### src/dgf_pkg.sv
// package: register map, layout and mode constants for the distributor control block
package dgf_pkg;

  // register byte offsets on the apb bus
  localparam logic [11:0] DGF_CTRL_OFS   = 12'h000;
  localparam logic [11:0] DGF_STATUS_OFS = 12'h004;

  // field positions in the control word
  localparam int DGF_GRP0_BIT = 0;
  localparam int DGF_GRP1_BIT = 1;

  // reset values
  localparam logic [31:0] DGF_CTRL_RST = 32'h0000_0000;
  localparam logic [31:0] DGF_ZERO     = 32'h0000_0000;

  // layout selection: single enable bit or two group enables, each with or without security
  typedef enum logic [1:0] {
    DGF_V1_NOSEC,
    DGF_V1_SEC,
    DGF_V2_NOSEC,
    DGF_V2_SEC
  } dgf_layout_e;

  // apb request carried as one struct
  typedef struct packed {
    logic        psel;
    logic        penable;
    logic        pwrite;
    logic [11:0] paddr;
    logic [31:0] pwdata;
    logic [3:0]  pstrb;
    logic [2:0]  pprot;
  } dgf_apb_req_s;

  // apb answer
  typedef struct packed {
    logic        pready;
    logic        pslverr;
    logic [31:0] prdata;
  } dgf_apb_rsp_s;

  // forward enables to the cpu interface logic
  typedef struct packed {
    logic grp1;
    logic grp0;
  } dgf_fwd_s;

endpackage

### src/dgf_bank.sv
// one banked copy of the control word: two enable bits with write masks
`timescale 1ns/1ps
module dgf_bank
  import dgf_pkg::*;
(
  // clock and reset
  input  wire logic pclk,
  input  wire logic presetn,
  // write port
  input  wire logic wr,
  input  wire logic wr_grp0_ok,
  input  wire logic wr_grp1_ok,
  input  wire logic wdata_grp0,
  input  wire logic wdata_grp1,
  // stored value
  output dgf_fwd_s  value
);

  typedef struct packed {
    dgf_fwd_s bits;
  } dgf_bank_s;

  dgf_bank_s state;
  dgf_bank_s next_state;

  always_comb begin
    next_state = state;
    if (wr && wr_grp0_ok) begin
      next_state.bits.grp0 = wdata_grp0;
    end
    if (wr && wr_grp1_ok) begin
      next_state.bits.grp1 = wdata_grp1;
    end
  end

  always_ff @(posedge pclk or negedge presetn) begin
    if (!presetn) begin
      state <= '{bits: '{grp1: DGF_CTRL_RST[DGF_GRP1_BIT], grp0: DGF_CTRL_RST[DGF_GRP0_BIT]}};
    end else begin
      state <= next_state;
    end
  end

  assign value = state.bits;

endmodule

### src/dgf_ctrl.sv
// distributor control register with global forward enables, apb slave
//
// Added by the designer: the APB register port and the register offsets.
`timescale 1ns/1ps
module dgf_ctrl
  import dgf_pkg::*;
#(
  parameter dgf_layout_e LAYOUT        = DGF_V2_SEC,
  parameter bit          HAS_LOCKDOWN  = 1'b1,
  parameter bit          V1_SEC_GRP1   = 1'b1
)
(
  // clock and reset
  input  wire logic         pclk,
  input  wire logic         presetn,
  // apb slave
  input  dgf_apb_req_s      apb_req,
  output dgf_apb_rsp_s      apb_rsp,
  // lockdown strap from the system, asynchronous
  input  wire logic         secure_config_lock,
  // pending interrupts offered by the distributor core
  input  wire logic         pend_grp0,
  input  wire logic         pend_grp1,
  // forwarding toward the cpu interfaces
  output dgf_fwd_s          fwd_enable,
  output dgf_fwd_s          fwd_valid
);

  initial begin
    if (!(LAYOUT inside {DGF_V1_NOSEC, DGF_V1_SEC, DGF_V2_NOSEC, DGF_V2_SEC})) begin
      $error("dgf_ctrl: unsupported layout");
    end
  end

  localparam bit SECURE = (LAYOUT == DGF_V1_SEC) || (LAYOUT == DGF_V2_SEC);
  localparam bit TWO_GROUP_SEC = (LAYOUT == DGF_V2_NOSEC) || (LAYOUT == DGF_V2_SEC)
                                 || (LAYOUT == DGF_V1_SEC && V1_SEC_GRP1);

  typedef struct packed {
    logic        lock_meta;
    logic        lock_sync;
    logic        rsp_ready;
    logic        rsp_err;
    logic [31:0] rdata;
    dgf_fwd_s    fwd;
  } dgf_ctrl_s;

  dgf_ctrl_s state;
  dgf_ctrl_s next_state;

  // banked copies
  dgf_fwd_s sec_copy;
  dgf_fwd_s ns_copy;

  logic access;
  logic hit_ctrl;
  logic hit_status;
  logic nonsecure;
  logic wr_ctrl;
  logic wr_sec;
  logic wr_ns;
  logic sec_grp0_ok;
  logic lane0;

  // access phase completes in one cycle: pready is asserted combinationally
  assign access     = apb_req.psel && apb_req.penable;
  assign hit_ctrl   = apb_req.paddr[11:2] == DGF_CTRL_OFS[11:2];
  assign hit_status = apb_req.paddr[11:2] == DGF_STATUS_OFS[11:2];
  // pprot[1] high marks a non-secure access; without security all is one copy
  assign nonsecure  = SECURE && apb_req.pprot[1];
  assign lane0      = apb_req.pstrb[0];
  assign wr_ctrl    = access && apb_req.pwrite && hit_ctrl && lane0;
  assign wr_sec     = wr_ctrl && !nonsecure;
  assign wr_ns      = wr_ctrl && nonsecure;

  // lock uses the synchronised level only
  assign sec_grp0_ok = !(HAS_LOCKDOWN && SECURE && state.lock_sync);

  dgf_bank u_sec (
    .pclk       (pclk),
    .presetn    (presetn),
    .wr         (wr_sec),
    .wr_grp0_ok (sec_grp0_ok),
    .wr_grp1_ok (TWO_GROUP_SEC),
    .wdata_grp0 (apb_req.pwdata[DGF_GRP0_BIT]),
    .wdata_grp1 (apb_req.pwdata[DGF_GRP1_BIT]),
    .value      (sec_copy)
  );

  // the non-secure copy holds one bit only, kept in the grp0 slot
  dgf_bank u_ns (
    .pclk       (pclk),
    .presetn    (presetn),
    .wr         (wr_ns),
    .wr_grp0_ok (1'b1),
    .wr_grp1_ok (1'b0),
    .wdata_grp0 (apb_req.pwdata[DGF_GRP0_BIT]),
    .wdata_grp1 (1'b0),
    .value      (ns_copy)
  );

  // effective forward enables per layout
  function automatic dgf_fwd_s eff_enables(dgf_fwd_s s, dgf_fwd_s n);
    dgf_fwd_s e;
    e = '0;
    unique case (LAYOUT)
      DGF_V1_NOSEC: begin
        e.grp0 = s.grp0;
        e.grp1 = s.grp0;
      end
      DGF_V1_SEC: begin
        e.grp0 = s.grp0;
        // group 1 follows the non-secure enable only; the optional secure bit 1 is stored but not used here
        e.grp1 = n.grp0;
      end
      DGF_V2_NOSEC: begin
        e.grp0 = s.grp0;
        e.grp1 = s.grp1;
      end
      DGF_V2_SEC: begin
        e.grp0 = s.grp0;
        // group 1 is on while either the non-secure bit or the secure bit 1 is set
        e.grp1 = n.grp0 | s.grp1;
      end
    endcase
    return e;
  endfunction

  // read view of the control word
  function automatic logic [31:0] ctrl_view(dgf_fwd_s s, dgf_fwd_s n, logic ns);
    logic [31:0] v;
    v = DGF_ZERO;
    if (ns) begin
      v[DGF_GRP0_BIT] = (LAYOUT == DGF_V2_SEC) ? (n.grp0 | s.grp1) : n.grp0;
    end else if (LAYOUT == DGF_V1_NOSEC) begin
      v[DGF_GRP0_BIT] = s.grp0;
    end else begin
      v[DGF_GRP0_BIT] = s.grp0;
      if (TWO_GROUP_SEC) begin
        v[DGF_GRP1_BIT] = (LAYOUT == DGF_V2_NOSEC) ? s.grp1 : (s.grp1 | n.grp0);
      end
    end
    return v;
  endfunction

  dgf_fwd_s eff;
  assign eff = eff_enables(sec_copy, ns_copy);

  always_comb begin
    next_state           = state;
    next_state.lock_meta = secure_config_lock;
    next_state.lock_sync = state.lock_meta;
    next_state.fwd       = eff;
    next_state.rsp_err   = 1'b0;
    if (apb_req.psel && !apb_req.penable && !apb_req.pwrite) begin
      if (hit_ctrl) begin
        next_state.rdata = ctrl_view(sec_copy, ns_copy, nonsecure);
      end else if (hit_status) begin
        next_state.rdata = {DGF_ZERO[31:3], state.lock_sync, eff.grp1, eff.grp0};
      end else begin
        next_state.rdata = DGF_ZERO;
      end
    end
    // unmapped addresses answer with an error
    if (apb_req.psel && !apb_req.penable) begin
      next_state.rsp_err = !(hit_ctrl || hit_status);
    end
    next_state.rsp_ready = 1'b1;
  end

  always_ff @(posedge pclk or negedge presetn) begin
    if (!presetn) begin
      state <= '{lock_meta: 1'b0, lock_sync: 1'b0, rsp_ready: 1'b0, rsp_err: 1'b0,
                 rdata: DGF_ZERO, fwd: '0};
    end else begin
      state <= next_state;
    end
  end

  // zero wait states; the enable gates only forwarding, never the bus
  assign apb_rsp.pready  = 1'b1;
  assign apb_rsp.pslverr = access && state.rsp_err;
  assign apb_rsp.prdata  = state.rdata;

  assign fwd_enable = state.fwd;
  assign fwd_valid.grp0 = state.fwd.grp0 && pend_grp0;
  assign fwd_valid.grp1 = state.fwd.grp1 && pend_grp1;

endmodule

### config.mk
export PLATFORM = sky130hd
export DESIGN_NAME = dgf_ctrl
export DESIGN_NICKNAME = d
export VERILOG_FILES = /design/src/dgf_pkg.sv /design/src/dgf_bank.sv /design/src/dgf_ctrl.sv
export SDC_FILE = /design/constraint.sdc
export NUM_CORES = 1
export LEC_CHECK = 0
export BUFFER_PORTS_ARGS = -buffer_cell sky130_fd_sc_hd__buf_4
export CORE_UTILIZATION = 30
export DETAILED_ROUTE_END_ITERATION = 8
export PLACE_DENSITY = 0.87
export SYNTH_ARGS = -nofsm -noshare
export SYNTH_HDL_FRONTEND = slang
export SYNTH_HIERARCHICAL = 1
export SYNTH_SLANG_ARGS = --single-unit
### constraint.sdc
create_clock -name pclk -period 1.1 [get_ports pclk]
set_clock_uncertainty 0.1 [all_clocks]
set_input_delay 0.165 -clock pclk [delete_from_list [all_inputs] [get_ports pclk]]
set_output_delay 0.165 -clock pclk [all_outputs]
set_load 0.02 [all_outputs]
==> results.txt, run 1 <==
----------------------------------------------------
[Outcome]
  Run status ... finished with violations
  Failing checks ... negative setup slack

[Global routing]
  Wire length of the first global-routing pass ... 2080 um
  GRT Total Usage ... 0.111
  Largest net degree at the start of global routing ... 12
  Vias in the first global route ... 512
  Number of antenna violations at the first check in global routing ... 0
  Total gr overflow ... 0

[Floorplanning]
  IO Pins ... 97
  Count of standard-cell rows ... 18
  Core area ... 0.00245 mm^2
  Floorplan die width ... 53.0 um
  Die Area ... 0.00281 mm^2
  Initial Util ... 0.318
  Die Span Y ... 53.0 um

[Worst hold path]
  Count of cells along the worst hold path ... 2
  Min-delay worst type ... input port to flop

[Route]
  Routed vias ... 603
  Routed wire length ... 1340 um
  Count of routing violations after the opening detailed-route iteration ... 7
  Pre-Repair DR Iteration Count ... 5
  Routed via count divided by cell count ... 3.94
  # DRC ... 0
  Number of nets with antenna violations after routing ... 0
  Routed length per placed instance ... 8.73 um

[Setup path]
  Critical Setup Path Class ... input port to flop
  Data required time at the worst endpoint ... 1.15 ns
  Arrival time worst endpoint ... 1.30 ns
  Cell depth of the worst flop-to-flop path ... 3
  Critical path peak fanout ... 4
  CP Capture Type ... flop
  Critical Path Source Type ... input port

[CTS]
  TritonCTS clock tree ... yes
  Clock latency at the later pin of the worst-skew pair ... 0.26 ns
  Num CTS Buffers ... 3
  Buffers from clock root to sink, at most ... 2
  Clock input transition at the sequential cells of the worst setup and hold paths ... 0.07 ns
  Clk sink count ... 11
  Master cell of the clock root buffer ... sky130_fd_sc_hd__clkbuf_4
  H-Tree Depth ... 1

[Synth]
  Mean instance size in the synthesized netlist ... 9.62 um^2
  Yosys Warn Count ... 6
  Post-synthesis cell count ... 81
  Synthesized cell area ... 779 um^2

[Finish]
  Area added between synthesis and finish ... 44.3%
  Non-Filler Cell Area, Final ... 0.00112 mm^2
  NumNets Final ... 183
  Filler cell count in the final layout ... 225
  Utilization after layout ... 0.458
  Ant. Diodes ... 0
  Non-filler instance count after layout ... 153
  Layout cell share with drive strength beyond 1 ... 0.496

[Power and ir drop]
  Max VDD drop ... 0.805 mV
  LEAKAGE ... 0.620 nW
  Total power of the final layout ... 0.905 mW
  Total power divided by cell area ... 804 mW/mm^2

[Timing]
  Setup repair after global routing missed its margin ... true
  Hold Violations, Final ... 0
  Final worst hold slack ... 0.0263 ns
  F_max ... 800 MHz
  Final max-slew violation count ... 0
  Final sum of negative setup slack ... -0.815 ns
  Post-layout worst setup margin ... -0.151 ns
  Final setup violation count ... 8
  Part of the cycle the worst path needs ... 1.14
  Time the final worst path needs with I/O delays and setup ... 1.25 ns

[Flow run]
  Number of max-cap violations ... 0

[Place]
  Post-detail-place hpwl ... 1000 um
  Count of placed standard cells including taps ... 142
  Placed standard-cell area ... 963 um^2
  Pre-CTS setup slack ... -0.460 ns
  Number of port buffers ... 29
  Final RePlAce weighted congestion ... 0.722

----------------------------------------------------
## critical path, cell delays in order
cell	delay, ns
sky130_fd_sc_hd__buf_6	0.10
sky130_fd_sc_hd__nor4_4	0.27
sky130_fd_sc_hd__nand3_2	0.17
sky130_fd_sc_hd__nor3_4	0.22
sky130_fd_sc_hd__nand2_1	0.09
sky130_fd_sc_hd__mux2_4	0.29
## state kept, by name (all words and copies together) (netlist names)
register and flops:
u_sec/value 2, state 2, next_state 1, u_ns/value 1, fwd_enable 2, apb_rsp 3
## path summary, 6_finish.rpt
check | startpoint | to | slack, ns
setup / recovery | apb_req[44] | u_sec/value[1]$_DFFE_PN0P_ | -0.15
hold / removal | apb_req[8] | u_sec/value[1]$_DFFE_PN0P_ | 0.03
setup reg to reg | u_ns/value[0]$_DFFE_PN0P_ | u_ns/value[0]$_DFFE_PN0P_ | 0.02
hold reg to reg | next_state[36]$_DFF_PN0_ | state[36]$_DFF_PN0_ | 0.25
max in group asynchronous | presetn | u_ns/value[0]$_DFFE_PN0P_ | 0.60
min in group asynchronous | presetn | u_sec/value[0]$_DFFE_PN0P_ | 0.16
## cell usage in the layout (no fill, tap or decap), drive strengths merged
| cell | instances |
|---|---|
| buf | 42 |
| conb | 32 |
| dfrtp | 11 |
| nand2 | 7 |
| clkbuf | 4 |
| nor3 | 4 |
| inv | 3 |
| mux2 | 3 |
| and2 | 2 |
| dlygate4sd3 | 2 |
| o41ai | 2 |
| or2 | 1 |
| and3 | 1 |
| nor2 | 1 |
| nor4 | 1 |
| nand3 | 1 |
| and4 | 1 |
| and3b | 1 |
| or3b | 1 |
| o21ai | 1 |
| o31ai | 1 |
| a21oi | 1 |
## report_power, final
| part | leakage [nW] | switching, mW | internal (mW) |
|---|---|---|---|
| registers | 0.148 | 0.00195 | 0.410 |
| logic | 0.457 | 0.140 | 0.0799 |
| clock network | 0.0150 | 0.132 | 0.140 |
| total | 0.620 | 0.274 | 0.630 |
## repair_timing
action                                 4_1_cts  5_1_grt
setup buffers                                1        4
hold buffers                                 2        0
setup endpoints to repair                    7       13
endpoints found under the hold margin       12        0
resized for setup                           10        8
pin swaps                                    9        4
## per-layer routing
layer | wire, um | part of all wire | track usage | vias to the layer above
met3 | 127 | 0.095 | 0.0345 | 4
met4 | 36 | 0.027 | 0.0921 | 0
li1 | - | - | - | 280
met5 | 0 | 0 | 0 | -
met2 | 707 | 0.53 | 0.184 | 47
met1 | 464 | 0.35 | 0.112 | 272
## layout make-up
class | instances | area (um^2) | share of cell area
sequential | 11 | 275 | 0.245
inverter | 3 | 11.3 | 0.0100
tap | 30 | 37.5 | 0.0334
multi-input combinational | 61 | 402 | 0.357
timing repair buffer | 44 | 373 | 0.331
clock buffer | 4 | 26.3 | 0.0234
Power figures use the tool's default switching activity.
==> inputs of run 2 (changes only) <==
PLACE_DENSITY = 0.77   (was 0.87)
==> results.txt, run 2 (synthesized netlist as in run 1, its figures left out) <==
----------------------------------------------------
[Timing]
  Final max-slew violation count ... 0 (unchanged)
  Final setup violation count ... 7 (-1)
  Part of the cycle the worst path needs ... 1.10 (-0.0410)
  Hold Violations, Final ... 0 (unchanged)
  Time the final worst path needs with I/O delays and setup ... 1.21 ns (-0.0451 ns)
  Setup repair after global routing missed its margin ... true
  Post-layout worst setup margin ... -0.106 ns (+0.0451 ns)
  Final worst hold slack ... 0.0322 ns (+0.00594 ns)
  F_max ... 829 MHz (+3.7%)

[CTS]
  TritonCTS clock tree ... yes
  Clk sink count ... 11 (unchanged)
  Num CTS Buffers ... 3 (unchanged)
  Clock latency at the later pin of the worst-skew pair ... 0.26 ns (about the same)
  Clock input transition at the sequential cells of the worst setup and hold paths ... 0.07 ns (about the same)
  Buffers from clock root to sink, at most ... 2 (unchanged)
  H-Tree Depth ... 1 (unchanged)
  Master cell of the clock root buffer ... sky130_fd_sc_hd__clkbuf_4

[Worst hold path]
  Min-delay worst type ... input port to flop
  Count of cells along the worst hold path ... 2 (unchanged)
  Worst hold endpoint ... u_sec/value[1]$_DFFE_PN0P_
  Critical hold path startpoint ... apb_req[8]

[Setup path]
  Reg2Reg Capture Point ... apb_rsp[0]$_DFFE_PN0P_
  Slowest Stage Delay on Critical Path ... 0.30 ns (about the same)
  Worst path cell trace ... buf_6, nor4_4, nand3_2, nor3_2, nand2_1, mux2_4
  Critical-path top delay cell ... sky130_fd_sc_hd__mux2_4
  R2r setup slk ... 0.01 ns (about the same)
  Cell depth of the worst flop-to-flop path ... 3 (unchanged)
  Source of the worst register-to-register timing path ... u_ns/value[0]$_DFFE_PN0P_
  Arrival time worst endpoint ... 1.26 ns (-0.04 ns)
  Critical path peak fanout ... 3 (-1)
  CP Capture Type ... flop
  CP Buf/Inv Count ... 1 (unchanged)
  Critical Setup Path Class ... input port to flop
  Data required time at the worst endpoint ... 1.15 ns (about the same)
  Critical Path Source Type ... input port
  Worst path top cell family by delay ... simple AND/OR/NAND/NOR gates

[Route]
  Routed wire length ... 1260 um (-5.7%)
  Count of routing violations after the opening detailed-route iteration ... 0 (-7)
  Number of nets with antenna violations after routing ... 0 (unchanged)
  Routed vias ... 572 (-5.1%)
  Routed via count divided by cell count ... 3.89 (-1.3%)
  Routed length per placed instance ... 8.56 um (-1.8%)
  # DRC ... 0 (unchanged)
  Pre-Repair DR Iteration Count ... 1 (-4)

[Floorplanning]
  Die Span Y ... 53.0 um (unchanged)
  Die Area ... 0.00281 mm^2 (unchanged)
  Core area ... 0.00245 mm^2 (unchanged)
  Floorplan die width ... 53.0 um (unchanged)
  Count of standard-cell rows ... 18 (unchanged)
  IO Pins ... 97 (unchanged)
  Initial Util ... 0.318 (unchanged)

[Finish]
  Area of the multi-input gates ... 384 um^2 (-4.4%)
  Area added between synthesis and finish ... 34.3%
  Largest register FFs ... 3 (unchanged)
  Layout cell share with drive strength beyond 1 ... 0.470 (-0.0258)
  Non-filler instance count after layout ... 147 (-3.9%)
  Area of all sequential standard cells ... 275 um^2 (unchanged)
  Non-Filler Cell Area, Final ... 0.00105 mm^2 (-6.9%)
  NumNets Final ... 177 (-3.3%)
  Most common cell after layout, fill and taps aside ... sky130_fd_sc_hd__conb_1
  Most frequent cells in the layout ... sky130_fd_sc_hd__conb_1 (32), sky130_fd_sc_hd__buf_4 (30), sky130_fd_sc_hd__dfrtp_1 (11), sky130_fd_sc_hd__nand2_1 (7), sky130_fd_sc_hd__buf_6 (6)
  Ant. Diodes ... 0 (unchanged)
  Utilization after layout ... 0.427 (-0.0316)
  Filler cell count in the final layout ... 237 (+5.3%)

[Global routing]
  GRT Total Usage ... 0.108 (-0.00300)
  Largest net degree at the start of global routing ... 12 (unchanged)
  Number of antenna violations at the first check in global routing ... 0 (unchanged)
  Wire length of the first global-routing pass ... 2070 um (-0.62%)
  Total gr overflow ... 0 (unchanged)
  Vias in the first global route ... 522 (+2.0%)

[Power and ir drop]
  LEAKAGE ... 0.566 nW (-8.7%)
  Max VDD drop ... 0.898 mV (+12%)
  Total power divided by cell area ... 856 mW/mm^2 (+6.4%)

[Outcome]
  Failing checks ... negative setup slack
  Run status ... finished with violations

[Place]
  Placed standard-cell area ... 941 um^2 (-2.3%)
  Number of port buffers ... 29 (unchanged)
  Post-detail-place hpwl ... 1070 um (+6.9%)
  Count of placed standard cells including taps ... 139 (-2.1%)
  Final RePlAce weighted congestion ... 0.764 (+5.9%)

[Flow run]
  Number of max-cap violations ... 0 (unchanged)

----------------------------------------------------
## run 2: changes by cell type in the layout (fill, tap and decap cells not counted), sizes merged
cell	before	now
buf	42	36
## run 2: layout make-up
cell class	instances	area share
clock buffer	4	0.0251
timing repair buffer	38	0.299
tap	30	0.0358
multi-input combinational	61	0.367
inverter	3	0.0108
sequential	11	0.263
## run 2: how the worst max path moves through the flow
stage	depth (start not counted)	from	end
6_report	6	apb_req[44]	u_sec/value[0]$_DFFE_PN0P_
2_1_floorplan	5	apb_req[45]	u_sec/value[0]$_DFFE_PN0P_
3_3_place_gp	6	apb_req[45]	u_sec/value[1]$_DFFE_PN0P_
4_1_cts	6	apb_req[44]	u_sec/value[0]$_DFFE_PN0P_
3_5_place_dp	6	apb_req[45]	u_sec/value[1]$_DFFE_PN0P_
5_1_grt	2	fwd_enable[0]$_DFF_PN0_	fwd_valid[0]
## run 2: stage by stage
step / setup WS (ns) / TNS (ns) / power, mW
after detailed placement: -0.421 / -2.10 / 0.621
after floorplan: -0.284 / -0.831 / 0.616
final: -0.106 / -0.549 / 0.896
after CTS: -0.0935 / -0.641 / 0.907
after global routing: -0.118 / -0.819 / 0.959
after global placement: -0.389 / -1.93 / 0.617
## run 2: where the power goes
part           internal [mW]  leakage [nW]  switching, mW  total, mW
logic                 0.0780         0.403          0.138      0.216
clock network          0.140        0.0150          0.128      0.269
registers              0.410         0.148        0.00169      0.412
total                  0.628         0.566          0.268      0.896
## run 2: metal layers
| layer | up-vias | GRT usage | share of wire |
|---|---|---|---|
| li1 | 269 | - | - |
| met5 | - | 0 | 0 |
| met1 | 256 | 0.0995 | 0.36 |
| met3 | 2 | 0.0546 | 0.12 |
| met2 | 45 | 0.198 | 0.51 |
| met4 | 0 | 0.0395 | 0.0064 |
## run 2: what timing repair did
| item | 4_1_cts | 5_1_grt |
|---|---|---|
| setup buffers | 1 | 1 |
| gates resized for setup | 10 | 2 |
| hold buffers | 2 | 0 |
| endpoints found under the setup margin | 8 | 10 |
| hold endpoints to repair | 12 | 0 |
| pin swaps | 10 | 2 |
